File: config.mk
export PLATFORM = sky130hd
export DESIGN_NAME = parallel_port
export DESIGN_NICKNAME = d
export VERILOG_FILES = /design/src/parallel_port_pkg.sv /design/src/parallel_port.sv
export SDC_FILE = /design/constraint.sdc
export NUM_CORES = 1
export LEC_CHECK = 0
export BUFFER_PORTS_ARGS = -buffer_cell sky130_fd_sc_hd__clkbuf_2
export CORE_UTILIZATION = 55
export DETAILED_ROUTE_END_ITERATION = 7
export PLACE_DENSITY_LB_ADDON = 0.08
export SYNTH_ARGS = -nofsm -noshare
export SYNTH_HDL_FRONTEND = slang
export SYNTH_SLANG_ARGS = --single-unit
File: constraint.sdc
create_clock -name clk -period 5.1 [get_ports clk]
set_input_delay 1.02 -clock clk [delete_from_list [all_inputs] [get_ports clk]]
set_output_delay 1.02 -clock clk [all_outputs]
set_load 0.01 [all_outputs]
File: src/parallel_port_pkg.sv
// Constants, register map and types of the parallel video data port
package parallel_port_pkg;

    // ****************************************
    // Widths
    // ****************************************
    localparam int ADDR_W   = 8;
    localparam int DATA_W   = 16;
    localparam int REG_W    = 32;
    localparam int FS_N     = 3;

    // ****************************************
    // Register offsets
    // ****************************************
    localparam logic [ADDR_W-1:0] ADDR_CTRL   = 8'h00;
    localparam logic [ADDR_W-1:0] ADDR_DELAY  = 8'h04;
    localparam logic [ADDR_W-1:0] ADDR_COUNT  = 8'h08;
    localparam logic [ADDR_W-1:0] ADDR_LINES  = 8'h0C;
    localparam logic [ADDR_W-1:0] ADDR_STATUS = 8'h10;

    // ****************************************
    // Control fields
    // ****************************************
    localparam int CTRL_EN     = 0;
    localparam int CTRL_MODE   = 1;
    localparam int CTRL_VMODE  = 3;
    localparam int CTRL_VTX    = 5;
    localparam int CTRL_NSYNC  = 6;
    localparam int CTRL_WIDTH  = 8;
    localparam int CTRL_FSDIR  = 11;

    localparam logic [1:0] MODE_GP_IN   = 2'h0;
    localparam logic [1:0] MODE_CAPTURE = 2'h1;
    localparam logic [1:0] MODE_GP_OUT  = 2'h2;
    localparam logic [1:0] MODE_VIDEO   = 2'h3;

    localparam logic [1:0] VMODE_ACTIVE = 2'h0;
    localparam logic [1:0] VMODE_VBI    = 2'h1;
    localparam logic [1:0] VMODE_ENTIRE = 2'h2;

    localparam logic [1:0] NSYNC_TWO    = 2'h2;
    localparam logic [1:0] NSYNC_THREE  = 2'h3;
    localparam logic [2:0] WIDTH_8      = 3'h0;
    localparam logic [2:0] WIDTH_TOP    = 3'h7;

    // ****************************************
    // Status fields
    // ****************************************
    localparam int STAT_BUSY     = 0;
    localparam int STAT_SYNCED   = 1;
    localparam int STAT_UNDERRUN = 2;
    localparam int STAT_FS       = 4;
    localparam int STAT_PHASE    = 8;

    // ****************************************
    // Reset values and masks
    // ****************************************
    localparam logic [DATA_W-1:0] CTRL_RESET  = 16'h0000;
    localparam logic [DATA_W-1:0] LINES_RESET = 16'h0001;
    localparam logic [DATA_W-1:0] ONE16       = 16'h0001;
    localparam logic [DATA_W-1:0] MASK_8      = 16'h00FF;
    localparam logic [DATA_W-1:0] MASK_16     = 16'hFFFF;
    localparam logic [FS_N-1:0]   FS_ONE      = 3'h1;
    localparam logic [FS_N-1:0]   FS_TWO      = 3'h3;
    localparam logic [FS_N-1:0]   FS_ALL      = 3'h7;

    // ****************************************
    // Embedded preamble
    // ****************************************
    localparam logic [7:0] PRE_FF = 8'hFF;
    localparam logic [7:0] PRE_00 = 8'h00;
    localparam int XY_F = 6;
    localparam int XY_V = 5;
    localparam int XY_H = 4;

    // ****************************************
    // Sequencer states
    // ****************************************
    typedef enum logic [2:0] {
        PH_IDLE = 3'b000,
        PH_WAIT = 3'b001,
        PH_DATA = 3'b010,
        PH_SYNC = 3'b100
    } phase_type;

endpackage

File: src/parallel_port.sv
// Parallel video data port: pin sampling, sequencing, preamble decode, registers
`timescale 1ns/100ps
`default_nettype none

module parallel_port
    import parallel_port_pkg::*;
(
    // Clock and reset
    input  wire logic              clk,
    input  wire logic              resetn,
    // Register port
    input  wire logic [ADDR_W-1:0] addr,
    input  wire logic [REG_W-1:0]  wdata,
    input  wire logic              wr,
    input  wire logic              rd,
    output var  logic [REG_W-1:0]  rdata,
    // Port pins
    input  wire logic              port_clock,
    input  wire logic [FS_N-1:0]   frame_sync_in,
    output var  logic [FS_N-1:0]   frame_sync_out,
    output var  logic [FS_N-1:0]   frame_sync_oe_n,
    input  wire logic [DATA_W-1:0] data_in,
    output var  logic [DATA_W-1:0] data_out,
    output var  logic              data_oe_n,
    // Memory side
    output var  logic [DATA_W-1:0] rx_data,
    output var  logic              rx_valid,
    input  wire logic [DATA_W-1:0] tx_data,
    input  wire logic              tx_valid,
    output var  logic              tx_ready
);

    // ****************************************
    // State
    // ****************************************
    typedef struct packed {
        logic [DATA_W-1:0]            ctrl;
        logic [DATA_W-1:0]            dly;
        logic [DATA_W-1:0]            cnt;
        logic [DATA_W-1:0]            lines;
        logic                         clk_s1;
        logic                         clk_s2;
        logic                         clk_s3;
        logic [FS_N-1:0]              fs_s1;
        logic [FS_N-1:0]              fs_s2;
        logic [FS_N-1:0]              fs_prev;
        logic [DATA_W-1:0]            d_s1;
        logic [DATA_W-1:0]            d_s2;
        phase_type                    phase;
        logic [DATA_W-1:0]            tmr;
        logic [DATA_W-1:0]            smp;
        logic [DATA_W-1:0]            ln;
        logic [2:0][DATA_W-1:0]       pd;
        logic [2:0]                   pv;
        logic                         vact;
        logic                         synced;
        logic                         last_f;
        logic [DATA_W-1:0]            rx_data;
        logic                         rx_valid;
        logic [DATA_W-1:0]            tx_hold;
        logic                         tx_full;
        logic                         tx_ready;
        logic                         underrun;
        logic [DATA_W-1:0]            dout;
        logic                         doe_n;
        logic [FS_N-1:0]              fs_out;
        logic [FS_N-1:0]              fs_oe_n;
        logic [REG_W-1:0]             rdata;
    } state_type;

    state_type         st;
    state_type         n;

    logic              pe;
    logic              en;
    logic [1:0]        md;
    logic [1:0]        vm;
    logic              vtx;
    logic [1:0]        nsync;
    logic [2:0]        wcode;
    logic              w8;
    logic [DATA_W-1:0] wmask;
    logic [DATA_W-1:0] s;
    logic [7:0]        t;
    logic              xy;
    logic              fs_rise;
    logic [FS_N-1:0]   gen_mask;

    // ****************************************
    // Helpers
    // ****************************************
    function automatic logic [7:0] top8(input logic [DATA_W-1:0] x, input logic w);
        top8 = w ? x[7:0] : x[9:2];
    endfunction

    assign en    = st.ctrl[CTRL_EN];
    assign md    = st.ctrl[CTRL_MODE +: 2];
    assign vm    = st.ctrl[CTRL_VMODE +: 2];
    assign vtx   = st.ctrl[CTRL_VTX];
    assign nsync = st.ctrl[CTRL_NSYNC +: 2];
    assign wcode = st.ctrl[CTRL_WIDTH +: 3];
    assign w8    = (wcode == WIDTH_8);
    // Width select, 8 or 10..16
    assign wmask = w8 ? MASK_8 : (MASK_16 >> (WIDTH_TOP - wcode));
    // Port clock rising edge from the synchronised copy
    assign pe    = st.clk_s2 & ~st.clk_s3;
    assign s     = st.d_s2 & wmask;
    assign t     = top8(s, w8);
    // Preamble: FF 00 00 in pipeline, current word is the code
    assign xy    = (&st.pv) && (top8(st.pd[2], w8) == PRE_FF)
                   && (top8(st.pd[1], w8) == PRE_00)
                   && (top8(st.pd[0], w8) == PRE_00);
    assign fs_rise = st.fs_s2[0] & ~st.fs_prev[0];

    // Syncs that the generator drives
    always_comb begin
        gen_mask = '0;
        if (md == MODE_CAPTURE) begin
            gen_mask = FS_TWO;
        end else if (md == MODE_GP_OUT) begin
            case (nsync)
                NSYNC_TWO:   gen_mask = FS_TWO;
                NSYNC_THREE: gen_mask = FS_ALL;
                default:     gen_mask = FS_ONE;
            endcase
        end
    end

    // ****************************************
    // Next state
    // ****************************************
    always_comb begin
        logic              rx_take;
        logic [DATA_W-1:0] rx_word;
        logic              tx_take;
        logic              pass;
        logic              line_end;
        logic [DATA_W-1:0] stat;
        rx_take  = 1'b0;
        rx_word  = s;
        tx_take  = 1'b0;
        pass     = 1'b0;
        line_end = 1'b0;
        stat     = '0;
        n = st;
        n.rx_valid = 1'b0;
        n.rdata = '0;

        // Pin synchronisers
        n.clk_s1 = port_clock;
        n.clk_s2 = st.clk_s1;
        n.clk_s3 = st.clk_s2;
        n.fs_s1 = frame_sync_in;
        n.fs_s2 = st.fs_s1;
        n.d_s1 = data_in;
        n.d_s2 = st.d_s1;

        // Register writes
        if (wr) begin
            case (addr)
                ADDR_CTRL:  n.ctrl = wdata[DATA_W-1:0];
                ADDR_DELAY: n.dly = wdata[DATA_W-1:0];
                ADDR_COUNT: n.cnt = wdata[DATA_W-1:0];
                ADDR_LINES: n.lines = wdata[DATA_W-1:0];
                ADDR_STATUS: begin
                    if (wdata[STAT_UNDERRUN]) begin
                        n.underrun = 1'b0;
                    end
                end
                default: ;
            endcase
        end

        // Register reads
        stat[STAT_BUSY] = (st.phase != PH_IDLE) | st.synced;
        stat[STAT_SYNCED] = st.synced;
        stat[STAT_UNDERRUN] = st.underrun;
        stat[STAT_FS +: FS_N] = st.fs_s2;
        stat[STAT_PHASE +: 3] = st.phase;
        if (rd) begin
            case (addr)
                ADDR_CTRL:   n.rdata = {16'h0000, st.ctrl};
                ADDR_DELAY:  n.rdata = {16'h0000, st.dly};
                ADDR_COUNT:  n.rdata = {16'h0000, st.cnt};
                ADDR_LINES:  n.rdata = {16'h0000, st.lines};
                ADDR_STATUS: n.rdata = {16'h0000, stat};
                default:     n.rdata = '0;
            endcase
        end

        // Transmit holding word
        if (tx_valid && !st.tx_full) begin
            n.tx_hold = tx_data;
            n.tx_full = 1'b1;
        end

        if (!en) begin
            n.phase = PH_IDLE;
            n.synced = 1'b0;
            n.vact = 1'b0;
            n.pv = '0;
            n.ln = '0;
            n.fs_out = '0;
        end else if (pe) begin
            n.fs_prev = st.fs_s2;
            case (md)
                MODE_GP_IN: begin
                    case (st.phase)
                        PH_IDLE: begin
                            n.smp = '0;
                            if (fs_rise) begin
                                if (st.dly == '0) begin
                                    n.phase = PH_DATA;
                                end else begin
                                    n.phase = PH_WAIT;
                                    n.tmr = st.dly;
                                end
                            end
                        end
                        PH_WAIT: begin
                            n.tmr = st.tmr - ONE16;
                            if (st.tmr == ONE16) begin
                                n.phase = PH_DATA;
                            end
                        end
                        PH_DATA: begin
                            rx_take = 1'b1;
                            n.smp = st.smp + ONE16;
                            if (n.smp == st.cnt) begin
                                n.phase = PH_IDLE;
                            end
                        end
                        default: n.phase = PH_IDLE;
                    endcase
                end
                MODE_CAPTURE, MODE_GP_OUT: begin
                    case (st.phase)
                        PH_IDLE: begin
                            n.ln = '0;
                            n.fs_out = FS_TWO;
                            n.phase = PH_SYNC;
                        end
                        PH_SYNC: begin
                            n.fs_out = '0;
                            n.smp = '0;
                            if (st.dly == '0) begin
                                n.phase = PH_DATA;
                                n.fs_out[2] = 1'b1;
                            end else begin
                                n.phase = PH_WAIT;
                                n.tmr = st.dly;
                            end
                        end
                        PH_WAIT: begin
                            n.tmr = st.tmr - ONE16;
                            if (st.tmr == ONE16) begin
                                n.phase = PH_DATA;
                                n.fs_out[2] = 1'b1;
                            end
                        end
                        PH_DATA: begin
                            if (md == MODE_CAPTURE) begin
                                rx_take = 1'b1;
                            end else begin
                                tx_take = 1'b1;
                            end
                            n.smp = st.smp + ONE16;
                            line_end = (n.smp == st.cnt);
                        end
                        default: n.phase = PH_IDLE;
                    endcase
                    if (line_end) begin
                        n.phase = PH_SYNC;
                        n.ln = st.ln + ONE16;
                        if (n.ln == st.lines) begin
                            n.ln = '0;
                        end
                        n.fs_out = {1'b0, (n.ln == '0), 1'b1};
                    end
                end
                MODE_VIDEO: begin
                    if (vtx) begin
                        tx_take = 1'b1;
                    end else begin
                        pass = (vm == VMODE_ENTIRE) ? st.synced : st.vact;
                        if (st.pv[2] && pass && !(xy && vm != VMODE_ENTIRE)) begin
                            rx_take = 1'b1;
                            rx_word = st.pd[2];
                        end
                        n.pd = {st.pd[1:0], s};
                        n.pv = {st.pv[1:0], 1'b1};
                        if (xy) begin
                            if (vm != VMODE_ENTIRE) begin
                                n.pv = '0;
                            end
                            n.last_f = t[XY_F];
                            if (st.last_f && !t[XY_F]) begin
                                n.synced = 1'b1;
                                n.ln = '0;
                            end
                            case (vm)
                                VMODE_ACTIVE: begin
                                    if (t[XY_H] || t[XY_V]) begin
                                        n.vact = 1'b0;
                                    end else if (n.synced && n.ln != st.cnt) begin
                                        n.vact = 1'b1;
                                        n.ln = n.ln + ONE16;
                                    end else begin
                                        n.vact = 1'b0;
                                    end
                                end
                                VMODE_VBI: n.vact = t[XY_V] & n.synced;
                                default:   n.vact = 1'b0;
                            endcase
                        end
                    end
                end
                default: n.phase = PH_IDLE;
            endcase
        end

        // Sample to memory
        if (rx_take) begin
            n.rx_data = rx_word;
            n.rx_valid = 1'b1;
        end

        // Sample to pins, underrun holds last word
        if (tx_take) begin
            if (st.tx_full) begin
                n.dout = st.tx_hold & wmask;
                n.tx_full = 1'b0;
            end else begin
                n.underrun = 1'b1;
            end
        end
        n.tx_ready = ~n.tx_full;

        // Pin directions
        n.fs_out = n.fs_out & (en ? gen_mask : '0);
        n.fs_oe_n = ~(en ? (st.ctrl[CTRL_FSDIR +: FS_N] | gen_mask) : '0);
        n.doe_n = ~(en && (md == MODE_GP_OUT || (md == MODE_VIDEO && vtx)));
    end

    // ****************************************
    // Registers
    // ****************************************
    always_ff @(posedge clk or negedge resetn) begin
        if (!resetn) begin
            st          <= '0;
            st.ctrl     <= CTRL_RESET;
            st.lines    <= LINES_RESET;
            st.doe_n    <= 1'b1;
            st.fs_oe_n  <= FS_ALL;
            st.tx_ready <= 1'b1;
        end else begin
            st <= n;
        end
    end

    // ****************************************
    // Outputs
    // ****************************************
    assign rdata           = st.rdata;
    assign frame_sync_out  = st.fs_out;
    assign frame_sync_oe_n = st.fs_oe_n;
    assign data_out        = st.dout;
    assign data_oe_n       = st.doe_n;
    assign rx_data         = st.rx_data;
    assign rx_valid        = st.rx_valid;
    assign tx_ready        = st.tx_ready;

endmodule // parallel_port

`default_nettype wire

==> results by group <==
Status
  • Outcome: complete, no violations

Synth
  • Top FF cell, synth: dfrtp_1
  • FFs w/ async S/R, synth: 100%
  • Average size of a mapped cell: 10.3 µm²
  • Synth Instances: 1,479
  • Yosys warnings: 0
  • Top-area cell type share of the netlist area: 46.0%
  • Post-Syn Area: 15,200 µm²
  • Synth cell types: 87
  • Seq/Total Area, Yosys: 47.1%
  • Number of synthesized flops with an enable pin: 0
  • Top cells by area, synth: dfrtp_1, mux2_2, buf_4
  • Seq cells post-synth: 286
  • Post-synth top area cell: dfrtp_1
  • Leading cell types by count after synthesis: dfrtp_1, mux2_2, nand2_1, nor2_1, o21ai_0
  • Most common cell in the netlist: dfrtp_1

Critical path
  • R2r setup slk: 1.06 ns
  • Critical path data required time: 5.59 ns
  • R2R Path Start: st[161]$_DFFE_PN0P_
  • Critical path arrival: 4.53 ns
  • Critical R2R Capture: st[156]$_DFFE_PN0P_
  • Crit path capture type: flip-flop
  • Worst-path fanout max: 11
  • Worst reg2reg path depth: 9
  • CP Class: flip-flop to flip-flop
  • Crit path launch type: flip-flop

STA
  • Setup TNS: 0 ns
  • Final critical-path share of the clock period: 79.3%
  • Final setup violation count: 0
  • Max Slew Vio Count: 0
  • Final hold vios: 0
  • Worst Skew: 0.0375 ns
  • Setup WS post-layout: 1.06 ns
  • FMAX: 247 MHz
  • Min cycle time layout: 4.04 ns
  • Slew @ Worst Pin: 0.967 ns
  • Slew headroom: 35.6%
  • Hold_ws: 0.343 ns
  • RSZ-0062 raised after global routing: no

Floorplanning
  • Core area: 27,000 µm²
  • Die H: 168 µm
  • # rows: 60
  • Die Span X: 168 µm
  • Die area: 28,300 µm²
  • Initial Util: 56.3%
  • # IOs: 154

Clocking
  • Setup Fix Bufs, Post-CTS: 0
  • H-Tree Depth: 1
  • CTS sink count: 286
  • Resized cells post-CTS: 0
  • Deepest clock path buffer count: 3
  • CTS root buf: clkbuf_16
  • CTS tree: done
  • TritonCTS Buffers: 31
  • Cts hold-fix bufs: 0
  • Worst-path clk slew: 0.07 ns
  • Clk_lat worst skew: 0.59 ns

GRT
  • Total Routing Usage GR: 30.0%
  • Initial antenna violation count: 1
  • First-pass GRT wire length: 65,600 µm
  • Largest net degree at the start of global routing: 108
  • Vias in the first global route: 11,500
  • GR Overflow Total: 0

Pwr
  • Gate power share: 6.9%
  • Reported net switching power: 1.22 mW
  • Clock network power share: 45.4%
  • Switching Share: 24.2%
  • LEAKAGE: 7.55 nW
  • Internal power: 3.82 mW
  • Sequential Power Share: 47.7%
  • Maximum VDD drop: 0.000415 V
  • PD cells: 302 nW/µm²

Place
  • HPWL after DPL: 29,700 µm
  • Place WS: 1.12 ns
  • IO buf count: 121
  • Routability cong.: 0.991

Routing
  • Wire per inst: 22.4 µm
  • Vias per inst: 6.26
  • WL final: 41,900 µm
  • Antenna violation net count after detailed routing: 0
  • Drt drc: 0
  • Via count: 11,700
  • First drt pass iteration count: 5
  • Initial drt markers: 1,072

Job
  • Max-cap violations: 0

Hold path
  • Cells on Worst Hold Path: 0
  • Hold Crit Endpoint: n[237]$_DFF_PN0_
  • Worst Hold Class: flip-flop to flip-flop
  • Hold_sp: n[238]$_DFF_PN0_

Final layout
  • Area Overhead vs Synth: 9.70%
  • Share of layout cells above drive strength 1: 24.6%
  • Nets: 1,597
  • # diodes: 0
  • Final Util: 61.8%
per-layer routing:
layer | wire (µm) | GRT usage (%) | vias up
met4 | 1450 | 10.7 | 2
li1 | - | - | 5397
met1 | 18100 | 40.8 | 5805
met2 | 19800 | 48.8 | 429
met5 | 12 | 0 | -
met3 | 2520 | 4.56 | 94
state kept, by name, indices dropped and copies added, names as in the netlist, named ones only:
| name | cells |
|---|---|
| data_oe_n | 1 |
| data_out | 16 |
| en | 1 |
| frame_sync_oe_n | 3 |
| frame_sync_out | 3 |
| md | 2 |
| n | 21 |
| nsync | 2 |
| rdata | 16 |
| rx_data | 16 |
| rx_valid | 1 |
| st | 187 |
| tx_ready | 1 |
power by group through the flow:
stage          Combinational [mW]  Sequential, mW  Clock (mW)
5_1_grt                     0.388            2.41        2.41
3_5_place_dp                0.348            2.44           0
3_3_place_gp                0.343            2.44           0
6_report                    0.349            2.40        2.29
4_1_cts                     0.350            2.40        2.32
2_1_floorplan               0.225            2.41           0
cell type report:
type | instances | area [µm²]
Clock inverter | 13 | 164
Sequential cell | 286 | 7160
Tap cell | 341 | 427
Multi-Input combinational cell | 1004 | 7090
Clock buffer | 45 | 878
Inverter | 34 | 128
Timing Repair Buffer | 150 | 843
Fill cell | 2247 | 10300
cells by family (layout without fill, tap and decap cells):
| group | Yosys count | in the layout | share of synthesized area (%) |
|---|---|---|---|
| AOI/OAI and AO/OA | 341 | 341 | 15.2 |
| other | 1 | 16 | 0.0246 |
| buffers and inverters | 204 | 242 | 6.96 |
| and+or+nand+nor | 418 | 418 | 14.1 |
| xor gates and xnor gates | 48 | 48 | 2.76 |
| muxes | 172 | 172 | 13.1 |
| DFF | 286 | 286 | 47.1 |
| adders and majority gates | 9 | 9 | 0.740 |
worst max path at each step:
| stage | startpoint | end | slack, ns |
|---|---|---|---|
| after detailed placement | st[161]$_DFFE_PN0P_ | st[156]$_DFFE_PN0P_ | 1.12 |
| after global routing | st[145]$_DFFE_PN0P_ | st[156]$_DFFE_PN0P_ | 0.78 |
| final | st[161]$_DFFE_PN0P_ | st[156]$_DFFE_PN0P_ | 1.06 |
| after CTS | st[161]$_DFFE_PN0P_ | st[156]$_DFFE_PN0P_ | 1.09 |
| after floorplan | st[298]$_DFFE_PN0P_ | st[155]$_DFFE_PN0P_ | 1.99 |
| after global placement | st[145]$_DFFE_PN0P_ | st[147]$_DFFE_PN0P_ | 0.79 |
through the flow:
step / power (mW) / cell area (µm²) / cells
floorplan: 2.63 / 15300 / 1494
global placement: 2.78 / 15600 / 1814
detailed placement: 2.79 / 15700 / 1815
CTS: 5.07 / 16700 / 1873
global route: 5.20 / 16700 / 1873
finish: 5.04 / 16700 / 1873
placed cells by master, fill, tap and decap left out, drive strengths merged, types with 10 or more instances in the layout:
master / synthesis / routed
mux2: 143 / 143
mux2i: 22 / 22
nand2b: 10 / 10
o22ai: 14 / 14
nand3: 35 / 35
nor2: 83 / 83
and4: 11 / 11
a211oi: 12 / 12
clkbuf: 76 / 165
nand4: 19 / 19
o21ai: 84 / 84
nand2: 116 / 116
a2111oi: 10 / 10
dfrtp: 280 / 280
inv: 34 / 36
o31ai: 10 / 10
buf: 94 / 30
and2: 13 / 13
o211ai: 12 / 12
nor4: 23 / 23
a31oi: 26 / 26
a22o: 16 / 16
xor2: 14 / 14
nor3: 32 / 32
xnor2: 34 / 34
conb: 1 / 16
and3: 17 / 17
or3: 11 / 11
a21oi: 68 / 68
worst max-delay path: stages, from the launching register on:
cell,delay [ns]
dfrtp_1,0.49
ha_1,0.39
and4_1,0.48
nand4_1,0.21
a211oi_1,0.36
o32ai_2,0.23
or3_1,0.43
a211oi_2,0.82
o311ai_0,0.29
o31ai_1,0.24
Note: power is estimated with default switching activity, not from simulation.
